===== config.mk =====
export PLATFORM = sky130hd
export DESIGN_NAME = ira_req_gen
export DESIGN_NICKNAME = d
export VERILOG_FILES = /design/src/rtl/ira_pkg.sv /design/src/rtl/ira_fifo_if.sv /design/src/rtl/ira_wr_fifo.sv /design/src/rtl/ira_req_gen.sv
export VERILOG_INCLUDE_DIRS = /design/src /design/src/rtl
export SDC_FILE = /design/constraint.sdc
export NUM_CORES = 1
export LEC_CHECK = 0
export ABC_AREA = 1
export BUFFER_PORTS_ARGS = -buffer_cell sky130_fd_sc_hd__buf_2
export CORE_UTILIZATION = 50
export CTS_BUF_LIST = sky130_fd_sc_hd__clkbuf_4 sky130_fd_sc_hd__clkbuf_8
export CTS_CLUSTER_DIAMETER = 120
export DETAILED_ROUTE_END_ITERATION = 12
export HOLD_SLACK_MARGIN = 0.12
export PLACE_DENSITY = 0.68
export SYNTH_ARGS = -nofsm -noshare
export SYNTH_HDL_FRONTEND = slang
export SYNTH_SLANG_ARGS = --single-unit

===== constraint.sdc =====
create_clock -name I_MCLK -period 3.7 [get_ports I_MCLK]
set_input_delay 0.185 -clock I_MCLK [delete_from_list [all_inputs] [get_ports I_MCLK]]
set_output_delay 0.185 -clock I_MCLK [all_outputs]
set_load 0.02 [all_outputs]

===== src/rtl/ira_cfg.svh =====
// Purpose: constants of the sideband request generator
// Assumes: byte offsets on the register port
// Notes: field positions refer to the command word
`ifndef IRA_CFG_SVH
`define IRA_CFG_SVH
`define IRA_OFS_CMD 12'h100
`define IRA_OFS_WFIFO 12'h104
`define IRA_OFS_ADDR 12'h108
`define IRA_LEN_MSB 3
`define IRA_TYPE_LSB 8
`define IRA_TYPE_MSB 11
`define IRA_MID_FLAG_BIT 10
`define IRA_STATUS_BIT 9
`define IRA_READ_BIT 8
`define IRA_ADDR_ONLY_BIT 12
`define IRA_BUSY_BIT 16
`define IRA_RST_WORD 32'h0000_0000
`define IRA_RST_BYTE 8'h00
`define IRA_FIFO_DEPTH 16
`endif


===== src/rtl/ira_pkg.sv =====
// Purpose: types of the sideband request generator
// Assumes: gray codes along idle, cmd, addr, len, data, wait
// Notes: none
package ira_pkg;
   typedef enum logic [2:0] {
      IRA_IDLE = 3'h0,
      IRA_CMD = 3'h1,
      IRA_ADDR = 3'h3,
      IRA_LEN = 3'h2,
      IRA_DATA = 3'h6,
      IRA_WAIT = 3'h4
   } ira_state_t;

   typedef struct packed {
      ira_state_t st;
      logic busy;
      logic valid;
      logic first;
      logic last;
      logic [7:0] data;
      logic [4:0] rem;
      logic [31:0] cmd;
      logic [31:0] addr;
      logic [31:0] rdata;
   } ira_top_st_t;
endpackage


===== src/rtl/ira_fifo_if.sv =====
// Purpose: link between the request generator and its write fifo
// Assumes: one clock
// Notes: rdata shows the head entry while not empty
`timescale 1ns/10ps
interface ira_fifo_if #(parameter int W = 8);
   logic push;
   logic [W-1:0] wdata;
   logic pop;
   logic [W-1:0] rdata;
   logic empty;
   logic full;
   modport fifo (input push, input wdata, input pop, output rdata, output empty, output full);
   modport user (output push, output wdata, output pop, input rdata, input empty, input full);
endinterface


===== src/rtl/ira_wr_fifo.sv =====
// Purpose: byte fifo holding write payload
// Assumes: push when full and pop when empty are dropped
// Notes: storage in flip-flops
`timescale 1ns/10ps
module ira_wr_fifo #(
   parameter int W = 8,
   parameter int DEPTH = 16,
   parameter int AW = 4
) (
   input wire logic clk,
   input wire logic rst,
   ira_fifo_if.fifo f
);
   typedef struct packed {
      logic [DEPTH-1:0][W-1:0] mem;
      logic [AW-1:0] wp;
      logic [AW-1:0] rp;
      logic [AW:0] cnt;
   } ira_fifo_st_t;

   ira_fifo_st_t s;
   ira_fifo_st_t next_s;
   logic do_push;
   logic do_pop;

   assign f.empty = (s.cnt == '0);
   assign f.full = (s.cnt == (AW+1)'(DEPTH));
   assign f.rdata = s.mem[s.rp];
   assign do_push = f.push && !f.full;
   assign do_pop = f.pop && !f.empty;

   always_comb begin
      next_s = s;
      if (do_push) begin
         next_s.mem[s.wp] = f.wdata;
         next_s.wp = s.wp + 1'b1;
      end
      if (do_pop) begin
         next_s.rp = s.rp + 1'b1;
      end
      next_s.cnt = s.cnt + (AW+1)'(do_push) - (AW+1)'(do_pop);
   end

   always_ff @(posedge clk) begin
      if (rst) begin
         s <= '0;
      end else begin
         s <= next_s;
      end
   end
endmodule // ira_wr_fifo


===== src/rtl/ira_req_gen.sv =====
// Purpose: turns register writes into sideband request frames
// Assumes: register port and reply pulse on I_MCLK
// Notes: frame bytes leave on a valid/ready stream, first and last mark start and stop
`timescale 1ns/10ps
`include "ira_cfg.svh"
module ira_req_gen import ira_pkg::*; (
   input wire logic I_MCLK,
   input wire logic I_RST,
   input wire logic I_REG_WR,
   input wire logic I_REG_RD,
   input wire logic [11:0] I_REG_ADDR,
   input wire logic [31:0] I_REG_WDATA,
   output logic [31:0] O_REG_RDATA,
   output logic O_TX_VALID,
   output logic [7:0] O_TX_DATA,
   output logic O_TX_FIRST,
   output logic O_TX_LAST,
   input wire logic I_TX_READY,
   input wire logic I_REPLY_DONE,
   output logic O_BUSY
);
   ira_top_st_t s;
   ira_top_st_t next_s;
   ira_fifo_if #(.W(8)) fif ();
   logic cmd_wr;
   logic adv;
   logic free;
   logic addr_only;
   logic mid_flag;
   logic is_read;
   logic new_addr_only;
   logic new_mid_flag;

   ira_wr_fifo #(.W(8), .DEPTH(`IRA_FIFO_DEPTH), .AW(4)) u_fifo (
      .clk(I_MCLK),
      .rst(I_RST),
      .f(fif.fifo)
   );

   assign cmd_wr = I_REG_WR && (I_REG_ADDR == `IRA_OFS_CMD);
   assign fif.push = I_REG_WR && (I_REG_ADDR == `IRA_OFS_WFIFO);
   assign fif.wdata = I_REG_WDATA[7:0];
   assign adv = s.valid && I_TX_READY;
   assign free = !s.valid || adv;
   // write status carries no length, like the address-only forms
   assign addr_only = s.cmd[`IRA_ADDR_ONLY_BIT] || s.cmd[`IRA_STATUS_BIT];
   assign mid_flag = s.cmd[`IRA_MID_FLAG_BIT];
   assign is_read = s.cmd[`IRA_READ_BIT];
   assign new_addr_only = I_REG_WDATA[`IRA_ADDR_ONLY_BIT] || I_REG_WDATA[`IRA_STATUS_BIT];
   assign new_mid_flag = I_REG_WDATA[`IRA_MID_FLAG_BIT];

   always_comb begin
      next_s = s;
      fif.pop = 1'b0;
      if (adv) begin
         next_s.valid = 1'b0;
         next_s.first = 1'b0;
         next_s.last = 1'b0;
      end
      if (I_REG_WR && (I_REG_ADDR == `IRA_OFS_ADDR)) begin
         next_s.addr = I_REG_WDATA;
      end
      next_s.rdata = `IRA_RST_WORD;
      if (I_REG_RD) begin
         if (I_REG_ADDR == `IRA_OFS_CMD) begin
            next_s.rdata = s.cmd;
            next_s.rdata[`IRA_BUSY_BIT] = s.busy;
         end else if (I_REG_ADDR == `IRA_OFS_ADDR) begin
            next_s.rdata = s.addr;
         end
      end
      unique case (s.st)
         IRA_IDLE: begin
            // a command is taken only while idle; later writes fall away
            if (cmd_wr) begin
               next_s.cmd = I_REG_WDATA;
               next_s.busy = 1'b1;
               next_s.valid = 1'b1;
               next_s.first = 1'b1;
               if (new_addr_only && !new_mid_flag) begin
                  next_s.data = s.addr[7:0];
                  next_s.last = 1'b1;
                  next_s.st = IRA_ADDR;
               end else begin
                  next_s.data = {I_REG_WDATA[`IRA_TYPE_MSB:`IRA_TYPE_LSB], 4'h0};
                  next_s.last = 1'b0;
                  next_s.st = IRA_CMD;
               end
            end
         end
         IRA_CMD: begin
            if (adv) begin
               next_s.valid = 1'b1;
               next_s.data = s.addr[7:0];
               next_s.last = addr_only;
               next_s.st = IRA_ADDR;
            end
         end
         IRA_ADDR: begin
            if (adv) begin
               if (addr_only) begin
                  next_s.st = IRA_WAIT;
               end else begin
                  next_s.valid = 1'b1;
                  next_s.data = {4'h0, s.cmd[`IRA_LEN_MSB:0]};
                  next_s.last = is_read;
                  next_s.st = IRA_LEN;
               end
            end
         end
         IRA_LEN: begin
            if (adv) begin
               next_s.rem = {1'b0, s.cmd[`IRA_LEN_MSB:0]} + 5'h1;
               next_s.st = is_read ? IRA_WAIT : IRA_DATA;
            end
         end
         IRA_DATA: begin
            if (free) begin
               if (s.rem == 5'h0) begin
                  next_s.st = IRA_WAIT;
               end else if (!fif.empty) begin
                  fif.pop = 1'b1;
                  next_s.valid = 1'b1;
                  next_s.data = fif.rdata;
                  next_s.last = (s.rem == 5'h1);
                  next_s.rem = s.rem - 5'h1;
               end
            end
         end
         IRA_WAIT: begin
            if (I_REPLY_DONE) begin
               next_s.busy = 1'b0;
               next_s.st = IRA_IDLE;
            end
         end
         default: begin
            next_s = '0;
         end
      endcase
   end

   always_ff @(posedge I_MCLK) begin
      if (I_RST) begin
         s <= '0;
      end else begin
         s <= next_s;
      end
   end

   assign O_REG_RDATA = s.rdata;
   assign O_TX_VALID = s.valid;
   assign O_TX_DATA = s.data;
   assign O_TX_FIRST = s.first;
   assign O_TX_LAST = s.last;
   assign O_BUSY = s.busy;
endmodule // ira_req_gen


=== Yosys cells after proc, flatten, opt, wreduce, memory -nomap -nowiden ===
Index checks and enable logic that the tools add are counted.

* Logic and storage cells: 138
* Memory bits (read-only): 0
* Memory bits (writable): 0
* Latch bits: 0
* Input port bits: 50
* Memories: 0
* Output and inout bits: 44
* Bits in registers: 257

* Equality and inequality tests: 20
* Bitwise operators: 6
* Add/subtract/negate cells: 6
* Order comparisons: 3
* Mux-type cells: 44
* Reduce and logical (&&, ||, !) cells: 30
* Div/mod/pow operators: 0
* Multiply operators: 0
* Shifts and indexed selects: 0

{| class="wikitable"
|+ Operator list
! operator !! number
|-
| $bwmux W128 || 1
|-
| $mux W32 || 3
|-
| $pmux W32 S2 || 1
|-
| $pmux W9 S5 || 1
|-
| $mux W14 || 3
|-
| $eq A12 B9 Y1 const B || 3
|-
| $mux W9 || 4
|-
| $bmux W8 S4 || 1
|-
| $demux W8 S4 || 1
|-
| $mux W3 || 7
|-
| $ne A2 B2 Y1 const B || 10
|-
| $pmux W3 S6 || 1
|-
| $mux W8 || 2
|-
| $mux W15 || 1
|-
| $pmux W5 S3 || 1
|-
| $logic_not A5 Y1 || 2
|-
| $lt A4 B5 Y1 const B || 2
|-
| $mux W1 || 10
|-
| $add A4 B1 Y4 const B || 2
|-
| $logic_and A1 B1 Y1 || 8
|-
| $reduce_and A8 Y1 || 1
|-
| $reduce_or A4 Y1 || 2
|-
| $reduce_and A7 Y1 || 1
|-
| $eq A3 B2 Y1 const B || 2
|-
| 26 further kinds || 39
|}

=== Longest topological paths before layout ===
* Word-level depth: 7
* Mapped depth: 17
* Gate-level depth less buffers: 16

=== Hierarchy ===
Synthesis repeated with hierarchy kept, for this count alone.

* Cell total of the unflattened synthesis: 2,009
* Area total of the unflattened synthesis: 13,434.1 um^2

{| class="wikitable"
|+ By module, submodules not included
! module !! area an instance (um^2) !! cells each !! times used !! seq. area each (um^2)
|-
| ira_wr_fifo || 7,681.1 || 1,242 || 1 || 2,822.7
|-
| ira_req_gen || 5,753.0 || 767 || 1 || 2,302.2
|}

=== Worst setup path after synthesis ===
OpenSTA, ideal clock, no wires.

* Path kind: register to register
* From: reg s[96] (netlist bit)
* To: reg u_fifo.s[4] (netlist bit)
* Stages on the path, launching flop included: 18
* Clock period less this slack: 2.785 ns
* Data required time: 3.572 ns
* Path slack: 0.915 ns
* Setup time: 0.128 ns
* Arrival: 2.657 ns
* Path buffers: 1
* Path through: dfxtp_1 > inv_1 > ha_1 > nand3_1 > nand2_1 > nor2_1 > nand2_1 > inv_1 > buf_2 > ha_1 > inv_1 > ha_1 > inv_1 > fa_1 > nor3_1 > a211oi_1 > o21ai_0 > a21oi_1

* Cells in the longest elaborated chain, start to end: 6

{| class="wikitable"
|+ RTL lines
! item !! RTL line !! RTL
|-
| start, declared || ira_req_gen.sv:22 || <nowiki>ira_top_st_t s;</nowiki>
|-
| start signal, assigned || ira_req_gen.sv:146 || <nowiki>s <= next_s;</nowiki>
|-
| $logic_not A5 Y1 || ira_req_gen.sv:119 || <nowiki>if (s.rem == 5'h0) begin</nowiki>
|-
| $mux W1 || ira_req_gen.sv:119 ||
|-
| $mux W1 || ira_req_gen.sv:118 || <nowiki>if (free) begin</nowiki>
|-
| $mux W1 || ira_req_gen.sv:72 || <nowiki>unique case (s.st)</nowiki>
|-
| $logic_and A1 B1 Y1 || ira_wr_fifo.sv:30 || <nowiki>assign do_pop = f.pop && !f.empty;</nowiki>
|-
| via u_fifo.do_pop || ira_wr_fifo.sv:24 || <nowiki>logic do_pop;</nowiki>
|-
| $sub A5 B1 Y5 || ira_wr_fifo.sv:41 || <nowiki>next_s.cnt = s.cnt + (AW+1)'(do_push) - (AW+1)'(do_pop);</nowiki>
|-
| end signal, assigned || ira_wr_fifo.sv:48 || <nowiki>s <= next_s;</nowiki>
|-
| end, declared || ira_wr_fifo.sv:21 || <nowiki>ira_fifo_st_t s;</nowiki>
|}

The timed path passes the listed nets, and every way through them passes these cells.
A chain may end at the register's enable or synchronous reset.

=== Worst setup path in the final report ===
* From: reg s[96] (netlist bit)
* To: reg u_fifo.s[4] (netlist bit)

* Cells in the longest elaborated chain, start to end: 6

{| class="wikitable"
|+ RTL lines
! item !! RTL line
|-
| $logic_not A5 Y1 || ira_req_gen.sv:119
|-
| $mux W1 || ira_req_gen.sv:119
|-
| $mux W1 || ira_req_gen.sv:118
|-
| $mux W1 || ira_req_gen.sv:72
|-
| $logic_and A1 B1 Y1 || ira_wr_fifo.sv:30
|-
| $sub A5 B1 Y5 || ira_wr_fifo.sv:41
|}

Every way passes these cells.

==> reports/metrics.csv <==
stage,metric,value,unit
cts,"Clk Latency, worst-skew pair",0.56,ns
die,area of the core,0.0244,mm²
critical_path,Critical Path AT,3.33,ns
power,PwrDens,407,mW/mm²
cts,Max clock buf depth,3,
synthesis,Syn Nets,2023,
synthesis,main combinational cell family by area after synthesis,simple AND/OR/NAND/NOR gates,
finish,Reg area,0.00513,mm²
finish,post-route cell area,0.0140,mm²
synthesis,Synth cell types,31,
synthesis,XOR/XNOR Fraction of Synth Area,0.00422,
finish,Final nets,2066,
finish,Syn-to-layout area delta,12.6,%
drt,First DRT Iteration DRCs,886,
cts,CTS hold repair buffers,31,
power,P_int,4.41,mW
cts,CTS root buffer,clkbuf_8,
finish,Multi-input gate area,0.00568,mm²
power,Leakage,6.98,nW
synthesis,Synth Area per Inst,6.36,µm²
timing,worst-margin pin slew,0.971,ns
placement,GP Congestion,0.875,
global_route,pin count of the biggest net entering global routing,84,
placement,dpl cell area,0.0127,mm²
global_route,gr usage total,0.261,
synthesis,Synth area leaders,"dfxtp_1 (41%), nand2_1 (18%), nor2_1 (10%), inv_1 (7.1%), nand3_1 (6.2%)",
synthesis,dominant synthesized flop cell,dfxtp_1,
finish,# diodes,0,
die,Core Rows,57,
die,die area,0.0255,mm²
flow_run,Max-Cap Viols,0,
placement,post-DP HPWL,20.4,mm
critical_path,Setup Crit Path Kind,reg2reg,
timing,Fin. Hold Viols,0,
synthesis,count of flip-flops with a built-in enable after synthesis,0,
critical_path,most used cell along the critical path,inv_1,
critical_path,Worst path max stage delay,0.42,ns
global_route,vias in the first global route,10600,
synthesis,post-synthesis sequential area ratio,0.412,
synthesis,Yosys reg bits,256,
global_route,antenna violations before repair,0,
synthesis,top-area cell type share of the netlist area,0.412,
global_route,total gr overflow,0,
critical_path,ordered cell list for the critical path,inv_1 -> ha_1 -> nand3_1 -> nand2_1 -> nor2_1 -> nand2_1 -> inv_1 -> ha_1 -> inv_1 -> ha_1 -> inv_1 -> fa_1 -> nor3_1 -> a211oi_1 -> o21ai_0 -> a21oi_1,
timing,Worst Clk Skew,0.0286,ns
drt,post-DR vias/cell,4.89,
die,total I/O pin count,94,
drt,residual DRC count,0,
drt,vias,11500,
finish,post-route insts no fill,2357,
power,Net Sw Power,1.30,mW
drt,drt pass-1 iters,5,
timing,worst rel slew slack,0.352,
synthesis,commonest cells in the netlist,"nand2_1 (597), nor2_1 (340), dfxtp_1 (256), inv_1 (235), nand3_1 (153)",
global_route,first-pass GRT wire length,54.0,mm
synthesis,post-synthesis compound-gate area fraction,0.0762,
critical_path,Worst Path Max Fanout,8,
cts,CTS tree,done,
power,Switching Share,0.227,
status,run status,finished clean,
cts,CTS Buf Count,44,
synthesis,Yosys top cell by area,dfxtp_1,
timing,Finish-stage setup viols,0,
power,Clk pwr share,0.486,
timing,minimum clock period,2.90,ns
die,Die X,160,µm
synthesis,Syn Std Cell Area,0.0124,mm²
power,share of power burned in registers,0.483,
drt,Wirelength per Cell,14.0,µm
placement,Inst Count DP,2247,
timing,final slew viol count,0,
cts,Setup Buffers After CTS,0,
placement,Post-Place Worst Slack,0.863,ns
cts,CTS resizes,0,
drt,ANT nets after route,0,
timing,final worst-path setup slack,0.805,ns
cts,clk slew on worst S/H paths,0.06,ns
synthesis,Syn Inst Count,1957,
finish,layout cells sized above 1,0.102,
critical_path,Setup crit end kind,flip-flop,
synthesis,mux share of post-synthesis cell area,0,
critical_path,R2R setup slack,0.80,ns
cts,CTS Sinks,256,
finish,filler cell count in the final layout,2400,
drt,drt total wl,33.1,mm
timing,RSZ-0062 raised after global routing,no,
timing,crit share post-route,0.782,
cts,H-tree levels,2,
synthesis,simple-gate share of the synthesized area,0.359,
die,Die Y-Extent,160,µm
hold_path,HP Class,in2reg,
synthesis,"FFs w/ async S/R, synth",0,
power,Combinational Power Share,0.031,
critical_path,CP max-delay cell,fa_1,
synthesis,top-count cell post-synth,nand2_1,
synthesis,Synth Area in Adders,0.0167,
die,initial core utilization,0.510,
synthesis,Ys Warns,0,
timing,Fmax,0.345,GHz
timing,Fin Setup TNS,0,ns
critical_path,required time of the critical path,4.14,ns
placement,port bufs,93,
power,Peak VDD IR,0.285,mV
critical_path,critical path launch point type,flip-flop,
==> layout by cell type (no fill, tap or decap) <==
cell type and count:
ha_1 15, nor2_1 338, a211oi_1 1, buf_12 1, clkinvlp_4 3, dfxtp_2 1, nand4_1 6, nor3b_1 1
inv_4 1, a31oi_1 1, clkinv_2 7, nand3b_1 1, dlygate4sd3_1 31, fa_1 1, nand3_1 153, inv_1 235
nor2_2 4, a41oi_1 1, clkbuf_4 8, xnor2_1 2, a21oi_1 102, bufinv_16 1, o21ai_0 59, clkbuf_8 60
o211ai_1 16, nor4_1 1, nand4_2 1, xor2_1 4, nand2_1 597, nor3b_2 1, clkinv_1 2, nand2_2 3
nor2_4 4, inv_2 2, buf_4 17, dfxtp_1 255, buf_2 93, nor3_1 4
==> layout make-up <==
type | instances | area share
clock inverters | 11 | 0.00625
well taps | 324 | 0.0289
repair buffers | 142 | 0.0659
inverters | 240 | 0.0645
multi-input cells | 1316 | 0.405
clock buffers | 68 | 0.0632
flip-flops and latches | 256 | 0.366
==> power groups by stage <==
stage	Clock (mW)	Sequential (mW)	Combinational, mW
floorplan	0	2.82	0.0784
global placement	0	2.82	0.149
CTS	2.83	2.76	0.175
finish	2.77	2.76	0.177
detailed placement	0	2.82	0.149
global route	2.96	2.75	0.191
==> flip-flops by register name (all words and copies together), names as in the netlist <==
name / cells
is_read: 1
O_TX_FIRST: 1
O_REG_RDATA: 32
O_BUSY: 1
s: 69
O_TX_DATA: 8
O_TX_LAST: 1
u_fifo.s: 141
mid_flag: 1
O_TX_VALID: 1
==> cell families (layout without fill, tap and decap cells) <==
family,Yosys count,count (layout)
xor+xnor,6,6
flops,256,256
fa+ha+maj,16,16
compound gates,180,180
buf+inv,385,461
simple gates,1114,1114
==> worst paths after layout <==
| path | end | startpoint | cells after the start |
|---|---|---|---|
| max | u_fifo.s[4] | s[96] | 16 |
| min | s[67] | I_REG_WDATA[3] | 3 |
| max reg2reg | u_fifo.s[4] | s[96] | 16 |
| min reg2reg | s[51] | s[51] | 2 |
==> metal layers <==
| layer | GRT usage | vias up | routed length [µm] |
|---|---|---|---|
| met5 | 0 | - | 0 |
| met4 | 0.0839 | 0 | 758 |
| met3 | 0.0351 | 57 | 1770 |
| met2 | 0.465 | 322 | 15800 |
| met1 | 0.323 | 5139 | 14700 |
| li1 | - | 6012 | - |
==> critical path, delay by kind of cell, from the launching register on <==
family	cells	cell delay, ns
buffers and inverters	4	0.34
adders and majority gates	4	1.00
DFF	1	0.38
AOI/OAI and AO/OA	3	0.33
and+or+nand+nor	5	0.73
==> metrics by stage <==
step	util	total power, mW	hold WS [ns]
after floorplan	-	2.90	0.320
after global placement	0.522	2.97	0.433
after detailed placement	0.522	2.97	0.437
after CTS	0.574	5.76	0.120
after global routing	0.574	5.90	0.133
final	0.574	5.70	0.142
(Power assumes the default switching activity.)
